## src/inc/spi_master_pkg.sv

```systemverilog
/*
 * constants for the serial master unit: register map, field layout,
 * reset values, clock-rate codes and engine states.
 * assumes a 10 MHz system clock and a byte-wide memory port.
 */
`default_nettype none

package spi_master_pkg;
    // ----------------------------------------------------------------
    // clock and rates
    // ----------------------------------------------------------------
    localparam int CLK_HZ = 10000000;
    localparam int RATE_BASE_BPS = 125000;
    localparam int RATE_STEPS = 7;

    // ----------------------------------------------------------------
    // register offsets (byte addresses)
    // ----------------------------------------------------------------
    localparam int ADDR_W = 12;
    localparam logic [11:0] OFS_FREQ = 12'h524;
    localparam logic [11:0] OFS_RX_PTR = 12'h534;
    localparam logic [11:0] OFS_RX_LIM = 12'h538;
    localparam logic [11:0] OFS_RX_DONE = 12'h53c;
    localparam logic [11:0] OFS_RX_CHAIN = 12'h540;
    localparam logic [11:0] OFS_TX_PTR = 12'h544;
    localparam logic [11:0] OFS_TX_LIM = 12'h548;
    localparam logic [11:0] OFS_TX_DONE = 12'h54c;
    localparam logic [11:0] OFS_TX_CHAIN = 12'h550;
    localparam logic [11:0] OFS_CONFIG = 12'h554;
    localparam logic [11:0] OFS_FILL = 12'h5c0;

    // ----------------------------------------------------------------
    // fields and reset values
    // ----------------------------------------------------------------
    localparam int LIM_W = 14;
    localparam int CHAIN_W = 2;
    localparam logic [1:0] CHAIN_NONE = 2'h0;
    localparam logic [1:0] CHAIN_CONSECUTIVE_BUFFERS = 2'h1;
    localparam int CFG_LOW_BIT_LEADING = 0;
    localparam int CFG_CPHA = 1;
    localparam int CFG_CPOL = 2;
    localparam int FREQ_LSB = 25;
    localparam logic [31:0] FREQ_RESET = 32'h04000000;
    localparam logic [31:0] ZERO_RESET = 32'h00000000;
    localparam int HALF_W = 8;
    localparam int EDGES_PER_BYTE = 16;

    typedef enum logic [2:0] {
        ST_IDLE = 3'h0,
        ST_FETCH = 3'h1,
        ST_REQ = 3'h2,
        ST_LOAD = 3'h3,
        ST_SHIFT = 3'h4,
        ST_FINISH = 3'h5
    } engine_state_e;

    // half serial clock period in system cycles, rounded down, at least 1
    function automatic logic [7:0] half_cycles(input logic [31:0] code);
        int h;
        h = CLK_HZ / (2 * RATE_BASE_BPS);
        for (int k = 0; k < RATE_STEPS; k++)
        begin
            if (code[FREQ_LSB + k])
                h = CLK_HZ / (2 * (RATE_BASE_BPS << k));
        end
        if (h < 1)
            h = 1;
        return h[7:0];
    endfunction : half_cycles
endpackage : spi_master_pkg

`default_nettype wire

```

## src/core/pin_sync.sv

```systemverilog
/*
 * two-flop synchroniser for one level from outside the clock domain.
 * assumes the input is a plain level with no timing relation to i_clk_sys.
 */
`timescale 1ns/10ps
`default_nettype none

module pin_sync
(
    input wire logic i_clk_sys,
    input wire logic i_reset,
    input wire logic i_async,
    output logic o_sync
);
    logic meta_r;

    // first flop feeds only the second one
    always_ff @(posedge i_clk_sys)
    begin
        if (i_reset)
        begin
            meta_r <= 1'b0;
            o_sync <= 1'b0;
        end
        else
        begin
            meta_r <= i_async;
            o_sync <= meta_r;
        end
    end
endmodule : pin_sync

`default_nettype wire

```

## src/core/byte_shifter.sv

```systemverilog
/*
 * one-byte serial shifter: builds the serial clock from a half-period
 * count and shifts one byte out and one byte in per go pulse.
 * assumes i_miso is already synchronised and settings hold during a byte.
 */
`timescale 1ns/10ps
`default_nettype none

module byte_shifter
    import spi_master_pkg::*;
(
    input wire logic i_clk_sys,
    input wire logic i_reset,
    input wire logic i_go,
    input wire logic [7:0] i_byte,
    input wire logic i_cpol,
    input wire logic i_cpha,
    input wire logic i_low_first,
    input wire logic [7:0] i_half,
    input wire logic i_miso,
    output logic o_sck,
    output logic o_mosi,
    output logic o_done,
    output logic [7:0] o_rx_byte
);
    logic busy_r;
    logic [7:0] hcnt_r;
    logic [4:0] ecnt_r;
    logic [7:0] tx_r;
    logic edge_now;
    logic sample_now;
    logic last_edge;
    logic out_bit;
    logic [7:0] tx_adv;

    assign edge_now = busy_r && (hcnt_r == i_half - 8'h01);
    // even edges lead; phase 0 samples on leading, phase 1 on trailing
    assign sample_now = ~ecnt_r[0] ^ i_cpha;
    assign last_edge = (ecnt_r == 5'(EDGES_PER_BYTE - 1));
    assign out_bit = i_low_first ? tx_r[0] : tx_r[7];
    assign tx_adv = i_low_first ? {1'b0, tx_r[7:1]} : {tx_r[6:0], 1'b0};

    // ----------------------------------------------------------------
    // clock generation
    // ----------------------------------------------------------------
    always_ff @(posedge i_clk_sys)
    begin
        if (i_reset)
        begin
            busy_r <= 1'b0;
            hcnt_r <= 8'h00;
            ecnt_r <= 5'h00;
            o_sck <= 1'b0;
            o_done <= 1'b0;
        end
        else
        begin
            o_done <= edge_now && last_edge;
            if (i_go)
            begin
                busy_r <= 1'b1;
                hcnt_r <= 8'h00;
                ecnt_r <= 5'h00;
            end
            else if (edge_now)
            begin
                hcnt_r <= 8'h00;
                ecnt_r <= ecnt_r + 5'h01;
                busy_r <= !last_edge;
            end
            else if (busy_r)
                hcnt_r <= hcnt_r + 8'h01;
            // idle level follows polarity between bytes
            if (!busy_r)
                o_sck <= i_cpol;
            else if (edge_now)
                o_sck <= ~o_sck;
        end
    end

    // ----------------------------------------------------------------
    // data out and in
    // ----------------------------------------------------------------
    always_ff @(posedge i_clk_sys)
    begin
        if (i_reset)
        begin
            tx_r <= 8'h00;
            o_mosi <= 1'b0;
            o_rx_byte <= 8'h00;
        end
        else if (i_go)
        begin
            // phase 0 must present the first bit before the leading edge
            if (!i_cpha)
            begin
                o_mosi <= i_low_first ? i_byte[0] : i_byte[7];
                tx_r <= i_low_first ? {1'b0, i_byte[7:1]}
                                    : {i_byte[6:0], 1'b0};
            end
            else
                tx_r <= i_byte;
        end
        else if (edge_now)
        begin
            if (sample_now)
                o_rx_byte <= i_low_first ? {i_miso, o_rx_byte[7:1]}
                                         : {o_rx_byte[6:0], i_miso};
            else if (!(last_edge && !i_cpha))
            begin
                o_mosi <= out_bit;
                tx_r <= tx_adv;
            end
        end
    end
endmodule : byte_shifter

`default_nettype wire

```

## src/core/spi_master_dma_buffer_config.sv

```systemverilog
/*
 * serial master unit: register file, byte engine with memory access,
 * limits, transferred-byte counters, chaining and fill character.
 * assumes a byte-wide memory answering a read in the cycle after o_mem_rd
 * and a single-cycle register port; miso arrives asynchronously.
 */
`timescale 1ns/10ps
`default_nettype none

module spi_master_dma_buffer_config
    import spi_master_pkg::*;
(
    input wire logic i_clk_sys,
    input wire logic i_reset,
    input wire logic [11:0] i_addr,
    input wire logic [31:0] i_wdata,
    input wire logic i_wr,
    input wire logic i_rd,
    output logic [31:0] o_rdata,
    input wire logic i_start,
    output logic o_busy,
    output logic o_end,
    output logic o_mem_rd,
    output logic o_mem_wr,
    output logic [31:0] o_mem_addr,
    output logic [7:0] o_mem_wdata,
    input wire logic [7:0] i_mem_rdata,
    output logic o_sck,
    output logic o_mosi,
    input wire logic i_miso
);
    // ----------------------------------------------------------------
    // registers
    // ----------------------------------------------------------------
    logic [31:0] freq_r;
    logic [31:0] rx_ptr_r;
    logic [LIM_W-1:0] rx_lim_r;
    logic [LIM_W-1:0] rx_done_r;
    logic [CHAIN_W-1:0] rx_chain_r;
    logic [31:0] tx_ptr_r;
    logic [LIM_W-1:0] tx_lim_r;
    logic [LIM_W-1:0] tx_done_r;
    logic [CHAIN_W-1:0] tx_chain_r;
    logic [2:0] cfg_r;
    logic [7:0] fill_r;
    logic [31:0] rdata_nxt;

    // engine
    engine_state_e state_r;
    logic [LIM_W-1:0] idx_r;
    logic [LIM_W-1:0] total_r;
    logic [LIM_W-1:0] rx_cnt_r;
    logic [LIM_W-1:0] tx_cnt_r;
    logic [7:0] byte_r;
    logic go_r;
    logic [7:0] half_r;
    logic miso_s;
    logic shift_done;
    logic [7:0] rx_byte;
    logic [LIM_W-1:0] longer_lim;
    logic idle;

    assign idle = (state_r == ST_IDLE);
    // transaction length is the larger of the two limits
    assign longer_lim = (rx_lim_r > tx_lim_r) ? rx_lim_r : tx_lim_r;

    // ----------------------------------------------------------------
    // register writes
    // ----------------------------------------------------------------
    // writes that land while busy still store; the engine snapshots
    // only the length, so changing limits mid-transfer is unsafe
    always_ff @(posedge i_clk_sys)
    begin
        if (i_reset)
        begin
            freq_r <= FREQ_RESET;
            rx_lim_r <= ZERO_RESET[LIM_W-1:0];
            tx_lim_r <= ZERO_RESET[LIM_W-1:0];
            rx_chain_r <= ZERO_RESET[CHAIN_W-1:0];
            tx_chain_r <= ZERO_RESET[CHAIN_W-1:0];
            cfg_r <= ZERO_RESET[2:0];
            fill_r <= ZERO_RESET[7:0];
        end
        else if (i_wr)
        begin
            unique case (i_addr)
                OFS_FREQ: freq_r <= i_wdata;
                OFS_RX_LIM: rx_lim_r <= i_wdata[LIM_W-1:0];
                OFS_TX_LIM: tx_lim_r <= i_wdata[LIM_W-1:0];
                OFS_RX_CHAIN: rx_chain_r <= i_wdata[CHAIN_W-1:0];
                OFS_TX_CHAIN: tx_chain_r <= i_wdata[CHAIN_W-1:0];
                OFS_CONFIG: cfg_r <= i_wdata[2:0];
                OFS_FILL: fill_r <= i_wdata[7:0];
                default: ;
            endcase
        end
    end

    // ----------------------------------------------------------------
    // buffer pointers: software writes, chaining advances at the end
    // ----------------------------------------------------------------
    always_ff @(posedge i_clk_sys)
    begin
        if (i_reset)
        begin
            rx_ptr_r <= ZERO_RESET;
            tx_ptr_r <= ZERO_RESET;
        end
        else if (state_r == ST_FINISH)
        begin
            // next transaction uses the buffer right after this one
            if (rx_chain_r == CHAIN_CONSECUTIVE_BUFFERS)
                rx_ptr_r <= rx_ptr_r + 32'(rx_lim_r);
            if (tx_chain_r == CHAIN_CONSECUTIVE_BUFFERS)
                tx_ptr_r <= tx_ptr_r + 32'(tx_lim_r);
        end
        else if (i_wr && i_addr == OFS_RX_PTR)
            rx_ptr_r <= i_wdata;
        else if (i_wr && i_addr == OFS_TX_PTR)
            tx_ptr_r <= i_wdata;
    end

    // ----------------------------------------------------------------
    // register reads, data one cycle after the strobe
    // ----------------------------------------------------------------
    always_comb
    begin
        rdata_nxt = ZERO_RESET;
        unique case (i_addr)
            OFS_FREQ: rdata_nxt = freq_r;
            OFS_RX_PTR: rdata_nxt = rx_ptr_r;
            OFS_RX_LIM: rdata_nxt = 32'(rx_lim_r);
            OFS_RX_DONE: rdata_nxt = 32'(rx_done_r);
            OFS_RX_CHAIN: rdata_nxt = 32'(rx_chain_r);
            OFS_TX_PTR: rdata_nxt = tx_ptr_r;
            OFS_TX_LIM: rdata_nxt = 32'(tx_lim_r);
            OFS_TX_DONE: rdata_nxt = 32'(tx_done_r);
            OFS_TX_CHAIN: rdata_nxt = 32'(tx_chain_r);
            OFS_CONFIG: rdata_nxt = 32'(cfg_r);
            OFS_FILL: rdata_nxt = 32'(fill_r);
            default: rdata_nxt = ZERO_RESET;
        endcase
    end

    always_ff @(posedge i_clk_sys)
    begin
        if (i_reset)
            o_rdata <= ZERO_RESET;
        else if (i_rd)
            o_rdata <= rdata_nxt;
        else
            o_rdata <= ZERO_RESET;
    end

    // ----------------------------------------------------------------
    // rate selection
    // ----------------------------------------------------------------
    // registered so the divider sees a stable count; 4 and 8 Mbps
    // saturate at one cycle per half period on a 10 MHz clock
    always_ff @(posedge i_clk_sys)
    begin
        if (i_reset)
            half_r <= half_cycles(FREQ_RESET);
        else
            half_r <= half_cycles(freq_r);
    end

    // ----------------------------------------------------------------
    // byte engine
    // ----------------------------------------------------------------
    always_ff @(posedge i_clk_sys)
    begin
        if (i_reset)
        begin
            state_r <= ST_IDLE;
            idx_r <= '0;
            total_r <= '0;
            byte_r <= 8'h00;
            go_r <= 1'b0;
        end
        else
        begin
            go_r <= 1'b0;
            unique case (state_r)
                ST_IDLE:
                begin
                    if (i_start)
                    begin
                        idx_r <= '0;
                        total_r <= longer_lim;
                        state_r <= (longer_lim == '0) ? ST_FINISH
                                                      : ST_FETCH;
                    end
                end
                ST_FETCH:
                begin
                    if (idx_r < tx_lim_r)
                        state_r <= ST_REQ;
                    else
                    begin
                        // transmit buffer exhausted
                        byte_r <= fill_r;
                        go_r <= 1'b1;
                        state_r <= ST_SHIFT;
                    end
                end
                ST_REQ: state_r <= ST_LOAD;
                ST_LOAD:
                begin
                    byte_r <= i_mem_rdata;
                    go_r <= 1'b1;
                    state_r <= ST_SHIFT;
                end
                ST_SHIFT:
                begin
                    if (shift_done)
                    begin
                        idx_r <= idx_r + 14'h0001;
                        state_r <= (idx_r + 14'h0001 == total_r) ? ST_FINISH
                                                                 : ST_FETCH;
                    end
                end
                ST_FINISH: state_r <= ST_IDLE;
                default: state_r <= ST_IDLE;
            endcase
        end
    end

    // ----------------------------------------------------------------
    // memory port
    // ----------------------------------------------------------------
    always_ff @(posedge i_clk_sys)
    begin
        if (i_reset)
        begin
            o_mem_rd <= 1'b0;
            o_mem_wr <= 1'b0;
            o_mem_addr <= ZERO_RESET;
            o_mem_wdata <= 8'h00;
        end
        else
        begin
            o_mem_rd <= 1'b0;
            o_mem_wr <= 1'b0;
            if (state_r == ST_FETCH && idx_r < tx_lim_r)
            begin
                o_mem_rd <= 1'b1;
                o_mem_addr <= tx_ptr_r + 32'(idx_r);
            end
            else if (state_r == ST_SHIFT && shift_done && idx_r < rx_lim_r)
            begin
                // bytes past the receive limit never reach memory
                o_mem_wr <= 1'b1;
                o_mem_addr <= rx_ptr_r + 32'(idx_r);
                o_mem_wdata <= rx_byte;
            end
        end
    end

    // ----------------------------------------------------------------
    // transferred-byte counters
    // ----------------------------------------------------------------
    // running counts stay hidden; the readable ones change only at the end
    always_ff @(posedge i_clk_sys)
    begin
        if (i_reset)
        begin
            rx_cnt_r <= '0;
            tx_cnt_r <= '0;
            rx_done_r <= '0;
            tx_done_r <= '0;
        end
        else if (idle && i_start)
        begin
            rx_cnt_r <= '0;
            tx_cnt_r <= '0;
        end
        else if (state_r == ST_FINISH)
        begin
            rx_done_r <= rx_cnt_r;
            tx_done_r <= tx_cnt_r;
        end
        else
        begin
            if (state_r == ST_SHIFT && shift_done && idx_r < rx_lim_r)
                rx_cnt_r <= rx_cnt_r + 14'h0001;
            if (state_r == ST_LOAD)
                tx_cnt_r <= tx_cnt_r + 14'h0001;
        end
    end

    // status outputs
    always_ff @(posedge i_clk_sys)
    begin
        if (i_reset)
        begin
            o_busy <= 1'b0;
            o_end <= 1'b0;
        end
        else
        begin
            o_busy <= !(state_r == ST_IDLE || state_r == ST_FINISH);
            o_end <= (state_r == ST_FINISH);
        end
    end

    // ----------------------------------------------------------------
    // serial side
    // ----------------------------------------------------------------
    pin_sync u_miso_sync
    (
        .i_clk_sys(i_clk_sys),
        .i_reset(i_reset),
        .i_async(i_miso),
        .o_sync(miso_s)
    );

    byte_shifter u_shifter
    (
        .i_clk_sys(i_clk_sys),
        .i_reset(i_reset),
        .i_go(go_r),
        .i_byte(byte_r),
        .i_cpol(cfg_r[CFG_CPOL]),
        .i_cpha(cfg_r[CFG_CPHA]),
        .i_low_first(cfg_r[CFG_LOW_BIT_LEADING]),
        .i_half(half_r),
        .i_miso(miso_s),
        .o_sck(o_sck),
        .o_mosi(o_mosi),
        .o_done(shift_done),
        .o_rx_byte(rx_byte)
    );
endmodule : spi_master_dma_buffer_config

`default_nettype wire

```

## config.mk

```make
export PLATFORM = sky130hd
export DESIGN_NAME = spi_master_dma_buffer_config
export DESIGN_NICKNAME = d
export VERILOG_FILES = /design/src/inc/spi_master_pkg.sv /design/src/core/pin_sync.sv /design/src/core/byte_shifter.sv /design/src/core/spi_master_dma_buffer_config.sv
export SDC_FILE = /design/constraint.sdc
export NUM_CORES = 1
export LEC_CHECK = 0
export BUFFER_PORTS_ARGS = -buffer_cell sky130_fd_sc_hd__buf_4
export CORE_MARGIN = 2
export CORE_UTILIZATION = 36
export CTS_CLUSTER_DIAMETER = 100
export DETAILED_ROUTE_END_ITERATION = 10
export GPL_TIMING_DRIVEN = 1
export MAX_ROUTING_LAYER = met4
export PLACE_DENSITY = 0.64
export SLEW_MARGIN = 40
export SYNTH_ARGS = -nofsm -noshare
export SYNTH_HDL_FRONTEND = slang
export SYNTH_SLANG_ARGS = --single-unit
```

## constraint.sdc

```tcl
create_clock -name i_clk_sys -period 5.26 [get_ports i_clk_sys]
set_input_delay 0.789 -clock i_clk_sys [delete_from_list [all_inputs] [get_ports i_clk_sys]]
set_output_delay 0.789 -clock i_clk_sys [all_outputs]
set_load 0.1 [all_outputs]
```

==> flow_summary.yaml <==
status:
  status: "completed"
sta:
  max_freq_ghz: 0.1995
  finalSetupTns_ps: 0
  relSlewSlack_pct: 40.56
  slew_viol_final: 0
  finClkSkew_ps: 15.03
  period_minus_slack_ps: 5011
  fin_worst_hold_slack_ps: 451.8
  finalSetupViolCount: 0
  hold_violations: 0
  period_share_pct: 95.27
  worst_pin_slew_ps: 891.6
  rsz0062_at_grt: "no"
logic_synthesis:
  syn_area_mm2: 0.01963
  synth_cells: 2480
  syn_area_per_cell_um2: 7.916
  synth_edf_count: 0
  synth_commonest_cells: "nand2_1 (379), dfxtp_1 (352), nor2_1 (265), a21oi_1 (230), clkbuf_1 (137)"
  synth_most_common_cell: "nand2_1"
  synthMuxAreaShare_pct: 4.436
  synthAdderAreaFrac_pct: 5.978
  ys_warn_count: 0
  synth_cell_types: 81
  synth_ff_type: "dfxtp_1"
  synth_area_leaders: "dfxtp_1 (36%), nand2_1 (7.2%), a21oi_1 (5.9%), ha_1 (5.7%), nor2_1 (5.1%)"
  async_flop_share_pct: 0
  synth-simple-area-share_pct: 23.19
  ys_ff_latch: 352
  synth_seq_area_share_pct: 35.89
  synth_top_cell_area_share_pct: 35.89
  syn-num-nets: 2630
  yosys.area.top_type: "dfxtp_1"
  synth_compound_area_share_pct: 21.52
  synth_top_family_by_area: "simple AND/OR/NAND/NOR gates"
  synthXorXnorAreaFrac_pct: 4.506
detailed_routing:
  dr.first_iter.drc_count: 2056
  vias: 19570
  viasPerCell: 5.954
  firstDrtPassIters: 8
  finalWirelength_um: 74590
  detail_route.wl_per_cell_um: 22.69
  ant_nets: 0
  route.detailed.drc: 0
setup_path:
  slowest_stage: "a2111oi_2"
  regToRegEndpoint: "o_mem_addr[20]$_SDFFE_PP0P_"
  critPathMaxStageDelay_ps: 540
  worstSetupEndpointType: "flop"
  crit_path_start_kind: "flop"
  path_cells: "inv_1 -> ha_1 -> a21oi_1 -> o21ai_1 -> a2111oi_2 -> or3_1 -> nand2_2 -> nand2_1 -> nand2_1 -> ha_1 -> inv_1 -> fa_1 -> nor2b_1 -> o31a_1 -> o41ai_1 -> o221ai_2 -> o221a_2 -> o21ai_0 -> mux2i_1 -> a31oi_1 -> a311oi_1"
  r2r.worst_path.cells: 21
  worstPathRequired_ps: 5740
  worstSetupPathType: "reg -> reg"
  crit_arrival_ps: 5490
  crit_path_max_fanout: 10
  rrSetupSlack_ps: 250
  r2r-start: "tx_lim_r[2]$_SDFFE_PP0P_"
global_routing:
  first_global_vias: 18440
  gr-usage-met1_pct: 34.69
  grt_usage_pct: 26.45
  grt-ovfl-total: 0
  grt_max_degree: 163
  busiest_layer: "met2"
  grt_util_met3_pct: 3.925
  grt_pass1_wl_um: 112200
  globalRouteMet2Util_pct: 41.97
  grt_antenna_before_repair: 4
placed_design:
  port_buffers: 135
  dp_hpwl_um: 53510
  gp_congestion: 0.9757
clocking:
  postCtsSetupRepairBufs: 0
  ctsHoldBuffers: 0
  clock_latency_ps: 580
  cts.repair.resized: 0
  path_clk_slew_ps: 60
  cts_tree: "yes"
  htreeDepth: 2
  cts_sinks: 352
  clockBufferDepth: 3
  numCtsBuffers: 41
  cts-root-buf: "clkbuf_16"
power:
  power.density_mw_per_mm2: 260.7
  cellLeakagePower_uw: 0.008510
  vdd_drop_max_uv: 192.6
  report.power.total_uw: 5968
hold_path:
  min_path_type: "reg -> reg"
  min_to: "u_shifter.tx_r[1]$_SDFFE_PP0P_"
  whs_path_depth: 2
  min_from: "u_shifter.tx_r[1]$_SDFFE_PP0P_"
floorplanning:
  die_area_mm2: 0.05642
  die_x_um: 237.5
  rows: 85
  core-area_mm2: 0.05392
  chipHeight_um: 237.5
  start_util_pct: 36.41
  io_pins: 136
finish:
  fillers: 5348
  final-seq-area_mm2: 0.007047
  multi_input_area_mm2: 0.01181
  fin_util_pct: 42.46
  nets: 2707
  drive_gt1_share_pct: 13.20
  synthToLayoutAreaGrowth_pct: 16.60
job:
  drv_cap: 0
-- power breakdown --
group / total, µW / internal (µW) / switching, µW
clock network: 2990 / 1750 / 1240
logic: 283 / 88.4 / 195
registers: 2700 / 2680 / 17.5
-- layout by cell type (no fill, tap or decap), types with 22 or more instances in the layout --
cell type / count
inv_1: 62
nor4_1: 31
nor2_1: 259
a21o_1: 32
ha_1: 89
nand2_1: 376
dfxtp_1: 352
o21ai_0: 78
and3_1: 36
clkbuf_16: 43
nand3_1: 56
a211oi_1: 63
mux2i_1: 60
buf_4: 192
xnor2_1: 54
a21oi_1: 227
nor2b_1: 30
nand4_1: 37
xor2_1: 47
mux2_2: 22
nor3_1: 47
a31oi_1: 27
a311oi_1: 25
a222oi_1: 38
-- layer usage --
layer  wire length, µm  part of all wire (%)
met5                 0                     0
met2             34140                    46
met1             32070                    43
met3              6161                   8.3
met4              2213                   3.0
-- metrics by stage --
| step | setup WS, ps | cell area [µm²] | cells |
|---|---|---|---|
| floorplan | 286.9 | 19630 | 2480 |
| global placement | 362.0 | 21390 | 3206 |
| detailed placement | 285.2 | 21440 | 3209 |
| CTS | 240.4 | 22830 | 3285 |
| global route | 5.053 | 22890 | 3286 |
| finish | 248.6 | 22890 | 3287 |
-- area by class of cell --
| cell class | instances | share of cell area, % |
|---|---|---|
| tap | 696 | 3.804 |
| antenna | 1 | 0.01093 |
| clock inverter | 21 | 0.8854 |
| multi-input combinational | 1902 | 51.58 |
| sequential | 352 | 30.78 |
| timing repair buffer | 198 | 6.712 |
| clock buffer | 55 | 5.203 |
| inverter | 62 | 1.017 |
-- sequential cells by signal, indices dropped and copies added (netlist names), 32 cells and up --
| register | flops |
|---|---|
| freq_r | 32 |
| o_mem_addr | 32 |
| o_rdata | 32 |
| rx_ptr_r | 32 |
| tx_ptr_r | 32 |
-- worst max-delay path, delay by kind of cell, from the launching register on --
family | cells | cell delay (ps)
buffers and inverters | 2 | 170
multiplexers | 1 | 250
AO/OA/AOI/OAI | 10 | 2720
flip-flops | 1 | 430
AND/OR/NAND/NOR | 5 | 630
adder cells (fa/ha/maj) | 3 | 710
-- cells by family (layout without fill, tap and decap cells) --
logic type / count (synthesis) / in the layout
AND/OR/NAND/NOR: 990 / 990
AO/OA/AOI/OAI: 636 / 636
flip-flops: 352 / 352
buffers and inverters: 226 / 336
XOR/XNOR: 101 / 101
adder cells (fa/ha/maj): 92 / 92
multiplexers: 83 / 83
other: 0 / 1
-- worst max path at each step --
stage | cells past startpoint | startpoint | end | slack (ps)
floorplan | 23 | tx_lim_r[5]$_SDFFE_PP0P_ | o_mem_addr[26]$_SDFFE_PP0P_ | 290
global placement | 20 | tx_lim_r[5]$_SDFFE_PP0P_ | o_mem_addr[26]$_SDFFE_PP0P_ | 360
detailed placement | 20 | tx_lim_r[5]$_SDFFE_PP0P_ | o_mem_addr[26]$_SDFFE_PP0P_ | 290
CTS | 19 | tx_lim_r[5]$_SDFFE_PP0P_ | o_mem_addr[17]$_SDFFE_PP0P_ | 240
global route | 21 | tx_lim_r[2]$_SDFFE_PP0P_ | o_mem_addr[22]$_SDFFE_PP0P_ | 5
finish | 21 | tx_lim_r[2]$_SDFFE_PP0P_ | o_mem_addr[20]$_SDFFE_PP0P_ | 250
(Power assumes the default switching activity.)
